[src/usb_bridge_cfg.svh]
// Register map, field positions, reset values and widths for the read DMA and power control block
`ifndef USB_BRIDGE_CFG_SVH
`define USB_BRIDGE_CFG_SVH

`define ADDR_W            8
`define DATA_W            32
`define OFS_READ_END      8'h00
`define OFS_READ_EP_PROG  8'h04
`define OFS_READ_BUS_PROG 8'h08
`define OFS_POWER_CTL     8'h0C
`define ADDR_RESET        32'hFFFFFFFF
`define WORD_BYTES        32'h00000004
`define PWR_RESET         8'h32
`define PWR_WAKE_EN       7
`define PWR_REMOTE_WAKE   6
`define PWR_XCVR_RESETB   5
`define PWR_SUSPEND_N     4
`define PWR_XCVR_SLEEP    3
`define PWR_SUPPLY        2
`define PWR_POWER_RESETB  1
`define PWR_BUS_RESET     0

`endif

[src/usb_bridge_pkg.sv]
// Types shared by the read DMA and power control block
`default_nettype none
`include "usb_bridge_cfg.svh"

package usb_bridge_pkg;

	typedef struct packed {
		logic [`DATA_W-1:0] data;
	} stream_word_s;

	typedef struct packed {
		logic wake_en;
		logic remote_wake;
		logic xcvr_resetb;
		logic suspend_n;
		logic xcvr_sleep;
		logic supply;
		logic power_resetb;
		logic bus_reset;
	} power_ctl_s;

	typedef enum logic [2:0] {
		BUF_EMPTY = 3'b001,
		BUF_ONE   = 3'b010,
		BUF_TWO   = 3'b100
	} buf_state_e;

endpackage : usb_bridge_pkg
`default_nettype wire

[src/usb_bridge_read_dma_power_ctl.sv]
// Master read DMA progress pointers, two-entry read buffer and power detect control
//
// Notes on behaviour
// - The read end address register is a 32-bit read/write register that resets to all ones.
// - The endpoint progress pointer is read-only, resets to all ones and steps per word moved to the endpoint.
// - The endpoint progress pointer shows completed target-to-endpoint transfer; data may sit in the endpoint FIFO.
// - The system bus progress pointer is read-only, resets to all ones and steps per word taken from the target.
// - The system bus progress pointer shows completed target-to-bridge transfer; data may still be buffered.
// - Power control reads zero in bits 31..8 and holds its eight fields with reset pattern 0,0,1,1,0,0,1,0.
// - With wake enable set, the wake output goes low combinationally as soon as suspend ends.
// - Remote wake is settable only while suspended, drives the core wake input and clears when resume completes.
// - Writing zero to transceiver reset drives the reset output high until software writes one again.
//
// Added by the designer: register access over Avalon-MM and the address map.
`timescale 1ns/100ps
`default_nettype none
`include "usb_bridge_cfg.svh"

module usb_bridge_read_dma_power_ctl
	import usb_bridge_pkg::*;
(
	input  wire logic                ref_clk,
	input  wire logic                sys_rst,
	// Avalon-MM slave
	input  wire logic [`ADDR_W-1:0]  avs_address,
	input  wire logic                avs_read,
	input  wire logic                avs_write,
	input  wire logic [`DATA_W-1:0]  avs_writedata,
	output logic      [`DATA_W-1:0]  avs_readdata,
	output logic                     avs_waitrequest,
	// Transfer start from the sequencer
	input  wire logic                xfer_start,
	input  wire logic [`DATA_W-1:0]  xfer_start_addr,
	output logic                     xfer_done,
	// Words from the system bus target
	input  wire logic                bus_valid,
	input  wire stream_word_s        bus_word,
	output logic                     bus_ready,
	// Words toward the endpoint
	output logic                     ep_valid,
	output stream_word_s             ep_word,
	input  wire logic                ep_ready,
	// Core and transceiver status
	input  wire logic                suspend_n,
	input  wire logic                xcvr_sleep,
	input  wire logic                supply_present,
	input  wire logic                bus_reset,
	// Power control outputs
	output logic                     wake_n,
	output logic                     core_wake,
	output logic                     transceiver_reset_out,
	output logic                     power_reset_n
);

	// ----------------------------------------
	// Bus slave
	// ----------------------------------------
	// Every access answers on the second edge; the first edge
	// samples read data so it is stable when waitrequest drops.
	logic               ack_r;
	logic               ack_nxt;
	logic [`DATA_W-1:0] rdata_r;
	logic [`DATA_W-1:0] rdata_nxt;
	logic               wr_go;

	logic [`DATA_W-1:0] end_addr_r;
	logic [`DATA_W-1:0] end_addr_nxt;
	logic [`DATA_W-1:0] ep_ptr_r;
	logic [`DATA_W-1:0] ep_ptr_nxt;
	logic [`DATA_W-1:0] bus_ptr_r;
	logic [`DATA_W-1:0] bus_ptr_nxt;
	power_ctl_s         pwr_r;
	power_ctl_s         pwr_nxt;
	power_ctl_s         pwr_view;

	assign avs_waitrequest = (avs_read | avs_write) & ~ack_r;
	// Read data is held between reads, so a late sampler still sees it
	assign avs_readdata    = rdata_r;
	assign wr_go           = avs_write & ack_r;

	// Live status bits are shown as sampled now, not as stored
	always_comb begin
		pwr_view            = pwr_r;
		pwr_view.suspend_n  = suspend_n;
		pwr_view.xcvr_sleep = xcvr_sleep;
		pwr_view.supply     = supply_present;
		pwr_view.bus_reset  = bus_reset;
	end

	// Unmapped offsets read zero and drop writes
	always_comb begin
		ack_nxt   = (avs_read | avs_write) & ~ack_r;
		rdata_nxt = rdata_r;
		if (avs_read && !ack_r) begin
			case (avs_address)
				`OFS_READ_END:      rdata_nxt = end_addr_r;
				`OFS_READ_EP_PROG:  rdata_nxt = ep_ptr_r;
				`OFS_READ_BUS_PROG: rdata_nxt = bus_ptr_r;
				`OFS_POWER_CTL:     rdata_nxt = {24'h000000, pwr_view};
				default:            rdata_nxt = 32'h00000000;
			endcase
		end
	end

	always_ff @(posedge ref_clk or posedge sys_rst) begin
		if (sys_rst) begin
			ack_r   <= 1'b0;
			rdata_r <= 32'h00000000;
		end else begin
			ack_r   <= ack_nxt;
			rdata_r <= rdata_nxt;
		end
	end

	// ----------------------------------------
	// End address register
	// ----------------------------------------
	// No check against the start address: an end below it simply
	// holds the target off from the first word.
	logic end_wr;

	assign end_wr = wr_go && (avs_address == `OFS_READ_END);

	always_comb begin
		end_addr_nxt = end_addr_r;
		if (end_wr) begin
			end_addr_nxt = avs_writedata;
		end
	end

	always_ff @(posedge ref_clk or posedge sys_rst) begin
		if (sys_rst) begin
			end_addr_r <= `ADDR_RESET;
		end else begin
			end_addr_r <= end_addr_nxt;
		end
	end

	// ----------------------------------------
	// Two-entry read buffer
	// ----------------------------------------
	// Two entries let the target keep streaming for one cycle
	// after the endpoint stalls, so no word is dropped.
	stream_word_s mem_r [2];
	stream_word_s mem_nxt [2];
	logic         wp_r;
	logic         wp_nxt;
	logic         rp_r;
	logic         rp_nxt;
	buf_state_e   buf_r;
	buf_state_e   buf_nxt;
	logic         push;
	logic         pop;
	logic         room;

	// The target is held off once the end address is reached
	assign room      = (bus_ptr_r + `WORD_BYTES) <= end_addr_r;
	assign bus_ready = (buf_r != BUF_TWO) && room;
	// The endpoint always sees the older of two buffered words first
	assign ep_valid  = (buf_r != BUF_EMPTY);
	assign ep_word   = mem_r[rp_r];
	assign push      = bus_valid & bus_ready;
	assign pop       = ep_valid & ep_ready;

	always_comb begin
		mem_nxt = mem_r;
		wp_nxt  = wp_r;
		rp_nxt  = rp_r;
		buf_nxt = buf_r;
		if (push) begin
			mem_nxt[wp_r] = bus_word;
			wp_nxt        = ~wp_r;
		end
		if (pop) begin
			rp_nxt = ~rp_r;
		end
		case (buf_r)
			BUF_EMPTY: begin
				if (push) begin
					buf_nxt = BUF_ONE;
				end
			end
			BUF_ONE: begin
				if (push && !pop) begin
					buf_nxt = BUF_TWO;
				end else if (pop && !push) begin
					buf_nxt = BUF_EMPTY;
				end
			end
			BUF_TWO: begin
				if (pop) begin
					buf_nxt = BUF_ONE;
				end
			end
			default:   buf_nxt = BUF_EMPTY;
		endcase
		// A start flushes whatever is still buffered; the sequencer
		// must only start once the previous transfer is done.
		if (xfer_start) begin
			wp_nxt  = 1'b0;
			rp_nxt  = 1'b0;
			buf_nxt = BUF_EMPTY;
		end
	end

	always_ff @(posedge ref_clk or posedge sys_rst) begin
		if (sys_rst) begin
			mem_r[0] <= '0;
			mem_r[1] <= '0;
			wp_r     <= 1'b0;
			rp_r     <= 1'b0;
			buf_r    <= BUF_EMPTY;
		end else begin
			mem_r <= mem_nxt;
			wp_r  <= wp_nxt;
			rp_r  <= rp_nxt;
			buf_r <= buf_nxt;
		end
	end

	// ----------------------------------------
	// Progress pointers
	// ----------------------------------------
	// Both pointers name the last byte address already handed on,
	// so a start loads them one word below the start address.
	// Each side steps on its own handshake, so both may move in one cycle.
	always_comb begin
		ep_ptr_nxt  = ep_ptr_r;
		bus_ptr_nxt = bus_ptr_r;
		if (xfer_start) begin
			ep_ptr_nxt  = xfer_start_addr - `WORD_BYTES;
			bus_ptr_nxt = xfer_start_addr - `WORD_BYTES;
		end else begin
			if (pop) begin
				ep_ptr_nxt = ep_ptr_r + `WORD_BYTES;
			end
			if (push) begin
				bus_ptr_nxt = bus_ptr_r + `WORD_BYTES;
			end
		end
	end

	always_ff @(posedge ref_clk or posedge sys_rst) begin
		if (sys_rst) begin
			ep_ptr_r  <= `ADDR_RESET;
			bus_ptr_r <= `ADDR_RESET;
		end else begin
			ep_ptr_r  <= ep_ptr_nxt;
			bus_ptr_r <= bus_ptr_nxt;
		end
	end

	// Done waits for the buffer to drain as well, so a stalled
	// endpoint holds it low until the last word is taken.
	assign xfer_done = ~room & (buf_r == BUF_EMPTY);

	// ----------------------------------------
	// Power detect control
	// ----------------------------------------
	logic pwr_wr;
	logic xcvr_rst_r;
	logic xcvr_rst_nxt;

	assign pwr_wr = wr_go && (avs_address == `OFS_POWER_CTL);

	always_comb begin
		pwr_nxt = pwr_r;
		// Bits 7, 5 and 1 are plain storage
		if (pwr_wr) begin
			pwr_nxt.wake_en      = avs_writedata[`PWR_WAKE_EN];
			pwr_nxt.xcvr_resetb  = avs_writedata[`PWR_XCVR_RESETB];
			pwr_nxt.power_resetb = avs_writedata[`PWR_POWER_RESETB];
			// A one is only taken while the core reports suspend
			if (avs_writedata[`PWR_REMOTE_WAKE] && !suspend_n) begin
				pwr_nxt.remote_wake = 1'b1;
			end
		end
		// Resume done; set and clear need opposite suspend levels
		if (suspend_n) begin
			pwr_nxt.remote_wake = 1'b0;
		end
		// Live bits are read straight from the pins; their stored copies stay fixed
		pwr_nxt.suspend_n  = 1'b1;
		pwr_nxt.xcvr_sleep = 1'b0;
		pwr_nxt.supply     = 1'b0;
		pwr_nxt.bus_reset  = 1'b0;
		// Reset output gets its own flop so the pin is not behind an inverter
		xcvr_rst_nxt = ~pwr_nxt.xcvr_resetb;
	end

	always_ff @(posedge ref_clk or posedge sys_rst) begin
		if (sys_rst) begin
			pwr_r      <= `PWR_RESET;
			xcvr_rst_r <= 1'b0;
		end else begin
			pwr_r      <= pwr_nxt;
			xcvr_rst_r <= xcvr_rst_nxt;
		end
	end

	// Wake is a gate, not a flop, so it works with the clock stopped
	assign wake_n                = ~(pwr_r.wake_en & suspend_n);
	assign core_wake             = pwr_r.remote_wake;
	assign transceiver_reset_out = xcvr_rst_r;
	assign power_reset_n         = pwr_r.power_resetb;

endmodule : usb_bridge_read_dma_power_ctl
`default_nettype wire

[config.mk]
export PLATFORM = sky130hd
export DESIGN_NAME = usb_bridge_read_dma_power_ctl
export DESIGN_NICKNAME = d
export VERILOG_FILES = /design/src/usb_bridge_pkg.sv /design/src/usb_bridge_read_dma_power_ctl.sv
export VERILOG_INCLUDE_DIRS = /design/src /design/src/src
export SDC_FILE = /design/constraint.sdc
export NUM_CORES = 1
export LEC_CHECK = 0
export BUFFER_PORTS_ARGS = -buffer_cell sky130_fd_sc_hd__buf_2
export CORE_MARGIN = 2
export CORE_UTILIZATION = 40
export CTS_BUF_LIST = sky130_fd_sc_hd__clkbuf_2
export CTS_CLUSTER_SIZE = 8
export DETAILED_ROUTE_END_ITERATION = 10
export PLACE_DENSITY = 0.68
export SYNTH_ARGS = -nofsm -noshare
export SYNTH_HDL_FRONTEND = slang
export SYNTH_SLANG_ARGS = --single-unit
[constraint.sdc]
create_clock -name ref_clk -period 16.92 [get_ports ref_clk]
set_input_delay 3.384 -clock ref_clk [delete_from_list [all_inputs] [get_ports ref_clk]]
set_output_delay 3.384 -clock ref_clk [all_outputs]
set_load 0.005 [all_outputs]
# Word level (Yosys, flattened, before mapping)
# Index checks and enable logic that the tools add are counted.
# W data, S select, Z words.
# word_totals
ff_bits	203
rom_bits	0
out_inout_bits	72
memories	0
latch_bits	0
ram_bits	0
wordCells	91
# op_classes
n_eq_ne	11
muxes	24
order_cmp	4
n_reduce_logical	19
add_sub_neg	3
n_shift	0
div_mod_pow	0
bitwise	15
mul	0
# ops
op	count
$mux W32	8
$pmux W32 S4	1
$add A32 B3 Y32 const B	2
$bwmux W64	1
$demux W32 S1	1
$le A32 B32 Y1	1
$sub A32 B3 Y32 const B	1
$eq A8 B4 Y1 const B	2
$mux W3	5
$ne A3 B3 Y1 const B	3
$pmux W3 S3	1
$eq A8 B3 Y1 const B	1
$logic_and A1 B1 Y1	8
$logic_not A8 Y1	1
$reduce_bool A2 Y1	4
$and A1 B1 Y1	6
$mux W1	6
$not A1 Y1	6
$ge A2 B2 Y1 const B	2
$logic_not A1 Y1	4
$ne A4 B4 Y1 const B	1
$not A1 Y2	2
$eq A3 B1 Y1 const B	1
$eq A3 B2 Y1 const B	1
other kinds (7)	7

# Longest topological paths before layout
# Gate-level depths: netlist (run 1).
# logic_depth
ltp_word	10
depth_mapped	18
mapped_depth_nobuf	14

# Least setup slack after synthesis (run 1)
# No wires, ideal clock.
# synth_timing
path_kind	register to output
from	register bus_ptr_r[15]
to	output bus_ready
setup_slack_ns	9.917
stages_incl_launch_ff	16
path_buffers	3
t_required_ns	13.536
arrival_time_ns	3.619
path_cell_list	dfstp_2 -> buf_2 -> nand3_1 -> or4_4 -> nor3_4 -> and4_1 -> xor2_1 -> ha_1 -> nand4_1 -> nor4_1 -> nand2b_1 -> a31oi_1 -> buf_4 -> buf_2 -> nor2_1 -> and2_1
# synth_via
elab_chain_len	3
# synth_lines
element	line	text
start, declared	usb_bridge_read_dma_power_ctl.sv:70	logic [`DATA_W-1:0] bus_ptr_r;
start signal, assigned	usb_bridge_read_dma_power_ctl.sv:246	bus_ptr_r <= `ADDR_RESET;
start signal, assigned	usb_bridge_read_dma_power_ctl.sv:249	bus_ptr_r <= bus_ptr_nxt;
$add A32 B3 Y32 (no source line)	n/a	
$le A32 B32 Y1	usb_bridge_read_dma_power_ctl.sv:157	assign room = (bus_ptr_r + `WORD_BYTES) <= end_addr_r;
$logic_and A1 B1 Y1	usb_bridge_read_dma_power_ctl.sv:158	assign bus_ready = (buf_r != BUF_TWO) && room;
end, declared	usb_bridge_read_dma_power_ctl.sv:38	output logic bus_ready,
# No other way between the ends.

# Worst setup path after layout (run 1)
# Same ends and word-level chain as after synthesis.

==> results of run 1 <==
-- through the flow --
stage	total power [mW]	hold WS (ps)
final	1.38	475
after global placement	0.998	453
after CTS	1.40	472
after detailed placement	1.01	459
after global routing	1.47	494
after floorplan	0.883	443
-- worst max-delay path, cell delays in order, from the launching register on --
cell and delay, ps:
dfstp_2 610, nand3_1 120, or4_4 540, nor3_4 360, and4_1 310, xor2_1 90, ha_1 330, nand4_1 180
nor4_1 410, and2_1 200, a31oi_2 50, nor2_1 340, and2_1 180, buf_2 100
-- per-layer routing --
metal  vias to the layer above  routed length, um  global-route usage (%)
met5                         -                  0                       0
met4                         0                714                    6.27
met3                        59               2140                    3.82
met2                       334              15100                    32.9
met1                      4628              14700                    29.4
li1                       4446                  -                       -
-- flip-flops by register name (all words and copies together), names as in the netlist --
register / cells
wp_r: 1
pwr_r: 2
rp_r: 1
ep_ptr_r: 32
transceiver_reset_out: 1
ack_r: 1
mem_r: 64
power_reset_n: 1
avs_readdata: 32
end_addr_r: 32
buf_r: 3
core_wake: 1
bus_ptr_r: 32
-- synthesized netlist by cell type (6+ instances only) --
cell type	instances	area share, %
xor2_1	40	2.9
nor4_2	17	1.8
clkbuf_1	33	1.0
mux2_1	32	3.0
buf_6	6	0.57
nand2_1	76	2.4
nor4_1	9	0.47
and3_1	17	0.89
and4_1	8	0.59
or3_1	7	0.37
a21boi_0	7	0.44
mux4_2	8	1.5
a22o_1	8	0.59
and2_1	7	0.37
a21oi_1	75	3.1
mux2_2	98	9.3
inv_1	49	1.5
dfrtp_1	104	22
o21a_1	8	0.50
o21ai_0	42	1.8
or2_2	7	0.37
dfstp_2	99	22
mux2i_1	29	2.4
nand4_1	30	1.6
nor2_1	76	2.4
ha_1	35	3.7
nor3_1	17	0.71
xnor2_1	52	3.8
nand2b_1	8	0.42
o311a_1	6	0.50
nand3_1	21	0.88
buf_2	17	0.71
-- logic make-up after synthesis --
logic type / Yosys count / share of synthesized area [%]
multiplexers: 167 / 16.2
AND/OR/NAND/NOR: 335 / 16.2
AO/OA/AOI/OAI: 181 / 9.29
flip-flops: 203 / 43.7
XOR/XNOR: 92 / 6.76
adder cells (fa/ha/maj): 35 / 3.67
buffers and inverters: 114 / 4.22
-- path summary, 6_finish.rpt --
path                                from         endpoint  slack [ps]  cells past startpoint
max                        bus_ptr_r[15]        bus_ready        8870                     13
min                                ack_r            ack_r         480                      1
max reg2reg                bus_ptr_r[15]        mem_r[14]       11980                     14
min reg2reg                        ack_r            ack_r         480                      1
max in group asynchronous        sys_rst         buf_r[1]       12740                      3
min in group asynchronous        sys_rst  avs_readdata[0]        2770                      2
-- area by class of cell --
class                   count  area (sq um)  share of cell area, %
multi-input cells         810          6240                   45.5
flip-flops and latches    203          5200                   38.0
repair buffers            198          1020                   7.45
well taps                 390           488                   3.56
clock buffers              86           430                   3.14
inverters                  50           195                   1.43
clock inverters            22           118                  0.859
diodes                      2          5.00                 0.0365
-- power groups by stage --
stage	Clock (mW)	Combinational, mW	Sequential [mW]
after floorplan	0	0.243	0.640
after global placement	0	0.341	0.657
after detailed placement	0	0.348	0.667
after CTS	0.388	0.350	0.657
after global routing	0.412	0.384	0.671
final	0.374	0.347	0.658
==> results.cfg, run 1 <==
[status]
status = complete, no violations

[clock_tree]
cts.sinks = 203
cts_resized = 0
clock_latency_ps = 850
ctsHoldBuffers = 0
cts_made_buffers = 57
clk_path_buf_depth = 3
clk_pin_slew_ps = 100
cts_root_buffer = clkbuf_2
cts_tree = done
h-tree-depth = 2
postCtsSetupBuffers = 0

[detailed_routing]
ant_nets = 0
drt_iter0_markers = 531
drc = 0
via_count = 9467
drt_wl_total_um = 32700
wl_per_cell_um = 18.6
first_pass_iters = 7
post_drt_via_cell_ratio = 5.38

[pwr]
switching_share_pct = 32.7
seq_power_share_pct = 47.7
power_frac_clock_pct = 27.1
power.density_nw_per_um2 = 101
p_int_uw = 928
p_switching_uw = 450
peakVddDrop_uv = 45.6
power.leakage_nw = 5.98
combPwrFrac_pct = 25.1

[timing]
rsz0062_at_grt = no
clock_skew_ps = 36.2
post-route-period-util_pct = 47.6
hold_violations = 0
fmax_mhz = 124
slew-limit-headroom_pct = 32.5
final_period_minus_worst_setup_slack_ps = 8050
finalSetupViolations = 0
setup_ws_ps = 8870
fin_setup_tns_ps = 0
tightest_slew_ps = 1010
slew_viol_final = 0

[global_route]
grt_first_pass_wirelength_um = 51400
first_global_vias = 9512
gr-usage-all-layers_pct = 20.9
grt_max_degree = 142
antenna_found_initial = 2
overflow = 0

[yosys]
avgSynthCellArea_sq_um = 10.6
synthCells = 1127
ys_seq_elements = 203
ys.flop_type = dfrtp_1
mappedNetlistArea_sq_um = 11900
syn-num-nets = 1277
synth_seq_area_share_pct = 43.7
ys_warn_count = 0
synth.distinct_cells = 69
async_reset_ff_share_pct = 100
synth_edf_count = 0

[floorplanning]
dieArea_sq_um = 31200
ios = 187
fp-row-count = 63
die_x_um = 177
coreArea_sq_um = 29500
dieHeight_um = 177
start_util_pct = 40.4

[placed_design]
dp.final_hpwl_um = 22900
port-buffer-count = 186
gp_congestion = 0.880
dpl_worst_slack_ps = 9770
place_inst = 1651
placed_area_sq_um = 13100

[job]
maxCapViolations = 0

[cells_and_area]
final_area_sq_um = 13700
drive_above_1_share_pct = 40.0
nFillCells = 2835
syn_to_final_growth_pct = 14.9
final_nets = 1470
final_cell_mix = buf_2 (186), dfrtp_1 (104), dfstp_2 (99), mux2_2 (98), clkbuf_2 (86)
final_common_cell = buf_2
final_cells = 1761
utilization_pct = 46.5

[worst_setup_path]
critical_path_class = flip-flop to output pin
endpoint_kind = output pin
crit_arrival_ps = 4670
critPathMaxFanout = 7
critPathRequiredTime_ps = 13540
startpoint_type = flip-flop

[hold_path]
hold_path.class = flip-flop to flip-flop
Power figures use the tool's default switching activity.
==> run 2, diff against run 1 <==
- PLACE_DENSITY: 0.68 -> 0.7
- clock period: 16.92 -> 7.22 ns (I/O delays scaled with it)
==> run 2 against run 1 <==
Compared with the run above: count of clock-buffer cells in the layout did not move; first-iteration DRC count rose by 8.9%; die area unchanged; register-to-register slack worse by 10000 ps; via count down 0.36%; sequential power up 130%.
==> results.cfg, run 2 (synthesis gave the netlist of run 1 again) <==
[status]
status = complete, no violations

[worst_setup_path]
startpoint_type = flip-flop
critPathRequiredTime_ps = 5780
endpoint_kind = output pin
critPathMaxFanout = 11
crit_arrival_ps = 5180
critical_path_class = flip-flop to output pin

[cells_and_area]
final_area_sq_um = 13700
syn_to_final_growth_pct = 14.8
largest_register = mem_r
final_cell_mix = buf_2 (186), dfrtp_1 (104), dfstp_2 (99), mux2_2 (98), clkbuf_2 (86)
final_nets = 1468
largest_reg_flops = 64
final_common_cell = buf_2
drive_above_1_share_pct = 40.2
utilization_pct = 46.4

[hold_path]
hold_path.class = flip-flop to flip-flop

[detailed_routing]
drt_wl_total_um = 32600
met3_length_um = 2040
wl_met2_um = 15100
wl_met1_um = 14800
wl_per_cell_um = 18.6
post_drt_via_cell_ratio = 5.37
drc = 0
via_count = 9433
first_pass_iters = 5
top_layer_used = met4
drt_iter0_markers = 578
ant_nets = 0

[timing]
rsz0062_at_grt = no
slew_viol_final = 0
setup_ws_ps = 597
clock_skew_ps = 75.6
fin_setup_tns_ps = 0
fmax_mhz = 151
slew-limit-headroom_pct = 21.8
post-route-period-util_pct = 91.7
hold_violations = 0
final_period_minus_worst_setup_slack_ps = 6620
tightest_slew_ps = 1160
finalSetupViolations = 0

[clock_tree]
cts.sinks = 203
cts_made_buffers = 54
clk_path_buf_depth = 3
postCtsSetupBuffers = 0
cts_root_buffer = clkbuf_2
clock_latency_ps = 880
cts_resized = 0
h-tree-depth = 2
clk_pin_slew_ps = 110
cts_tree = done
ctsHoldBuffers = 0

[pwr]
power.density_nw_per_um2 = 234
power_mw = 3.21
peakVddDrop_uv = 79.0
power.leakage_nw = 5.97

[placed_design]
dp.final_hpwl_um = 23600
gp_congestion = 0.883
placed_area_sq_um = 13200
port-buffer-count = 186
dpl_worst_slack_ps = 1540

[floorplanning]
fp-row-count = 63
coreArea_sq_um = 29500
start_util_pct = 40.4
ios = 187
dieArea_sq_um = 31200
die_x_um = 177
dieHeight_um = 177

[job]
maxCapViolations = 0

[global_route]
grt_first_pass_wirelength_um = 50800
overflow = 0
first_global_vias = 9386
gr-usage-all-layers_pct = 20.7
grt_max_degree = 90
antenna_found_initial = 1
## run 2: metrics by stage
stage / instances / hold slack [ps]
finish: 1755 / 473
CTS: 1754 / 474
global route: 1755 / 501
floorplan: 1127 / 443
detailed placement: 1652 / 461
global placement: 1652 / 447
## run 2: metal layers
metal | vias to the layer above | track usage (%)
met1 | 4615 | 28.9
met5 | - | 0
met3 | 56 | 3.82
li1 | 4451 | -
met2 | 311 | 32.8
met4 | 0 | 6.37
## run 2: cell type report
| class | instances | area, sq um |
|---|---|---|
| clock buffer | 86 | 430 |
| multi-input combinational | 810 | 6240 |
| sequential | 203 | 5200 |
| timing repair buffer | 199 | 1030 |
| fill | 2831 | 15800 |
| clock inverter | 16 | 103 |
| inverter | 50 | 195 |
| tap | 390 | 488 |
| antenna | 1 | 2.50 |
## run 2: worst paths after layout
path,slack [ps],cells after the start,start,endpoint
max,600,13,bus_ptr_r[2],bus_ready
min,470,1,ack_r,ack_r
max reg2reg,1660,15,bus_ptr_r[2],mem_r[25]
min reg2reg,470,1,ack_r,ack_r
max in group asynchronous,5220,3,sys_rst,mem_r[55]
min in group asynchronous,650,2,sys_rst,ack_r
## run 2: worst max-delay path: stages, from the launching register on
cell      delay (ps)
dfstp_2          590
ha_1             230
nand4_1          250
nor2_1           330
and3_1           340
and3_1           250
xor2_1            90
ha_1             290
nand4_1          230
a2111o_1         490
a31oi_2          710
nor2_1           190
and2_1           220
buf_2            120
## run 2: where the power goes
group / internal, mW / total, mW / switching, mW
clock network: 0.357 / 0.857 / 0.501
logic: 0.427 / 0.811 / 0.384
registers: 1.39 / 1.54 / 0.148
total: 2.17 / 3.21 / 1.03
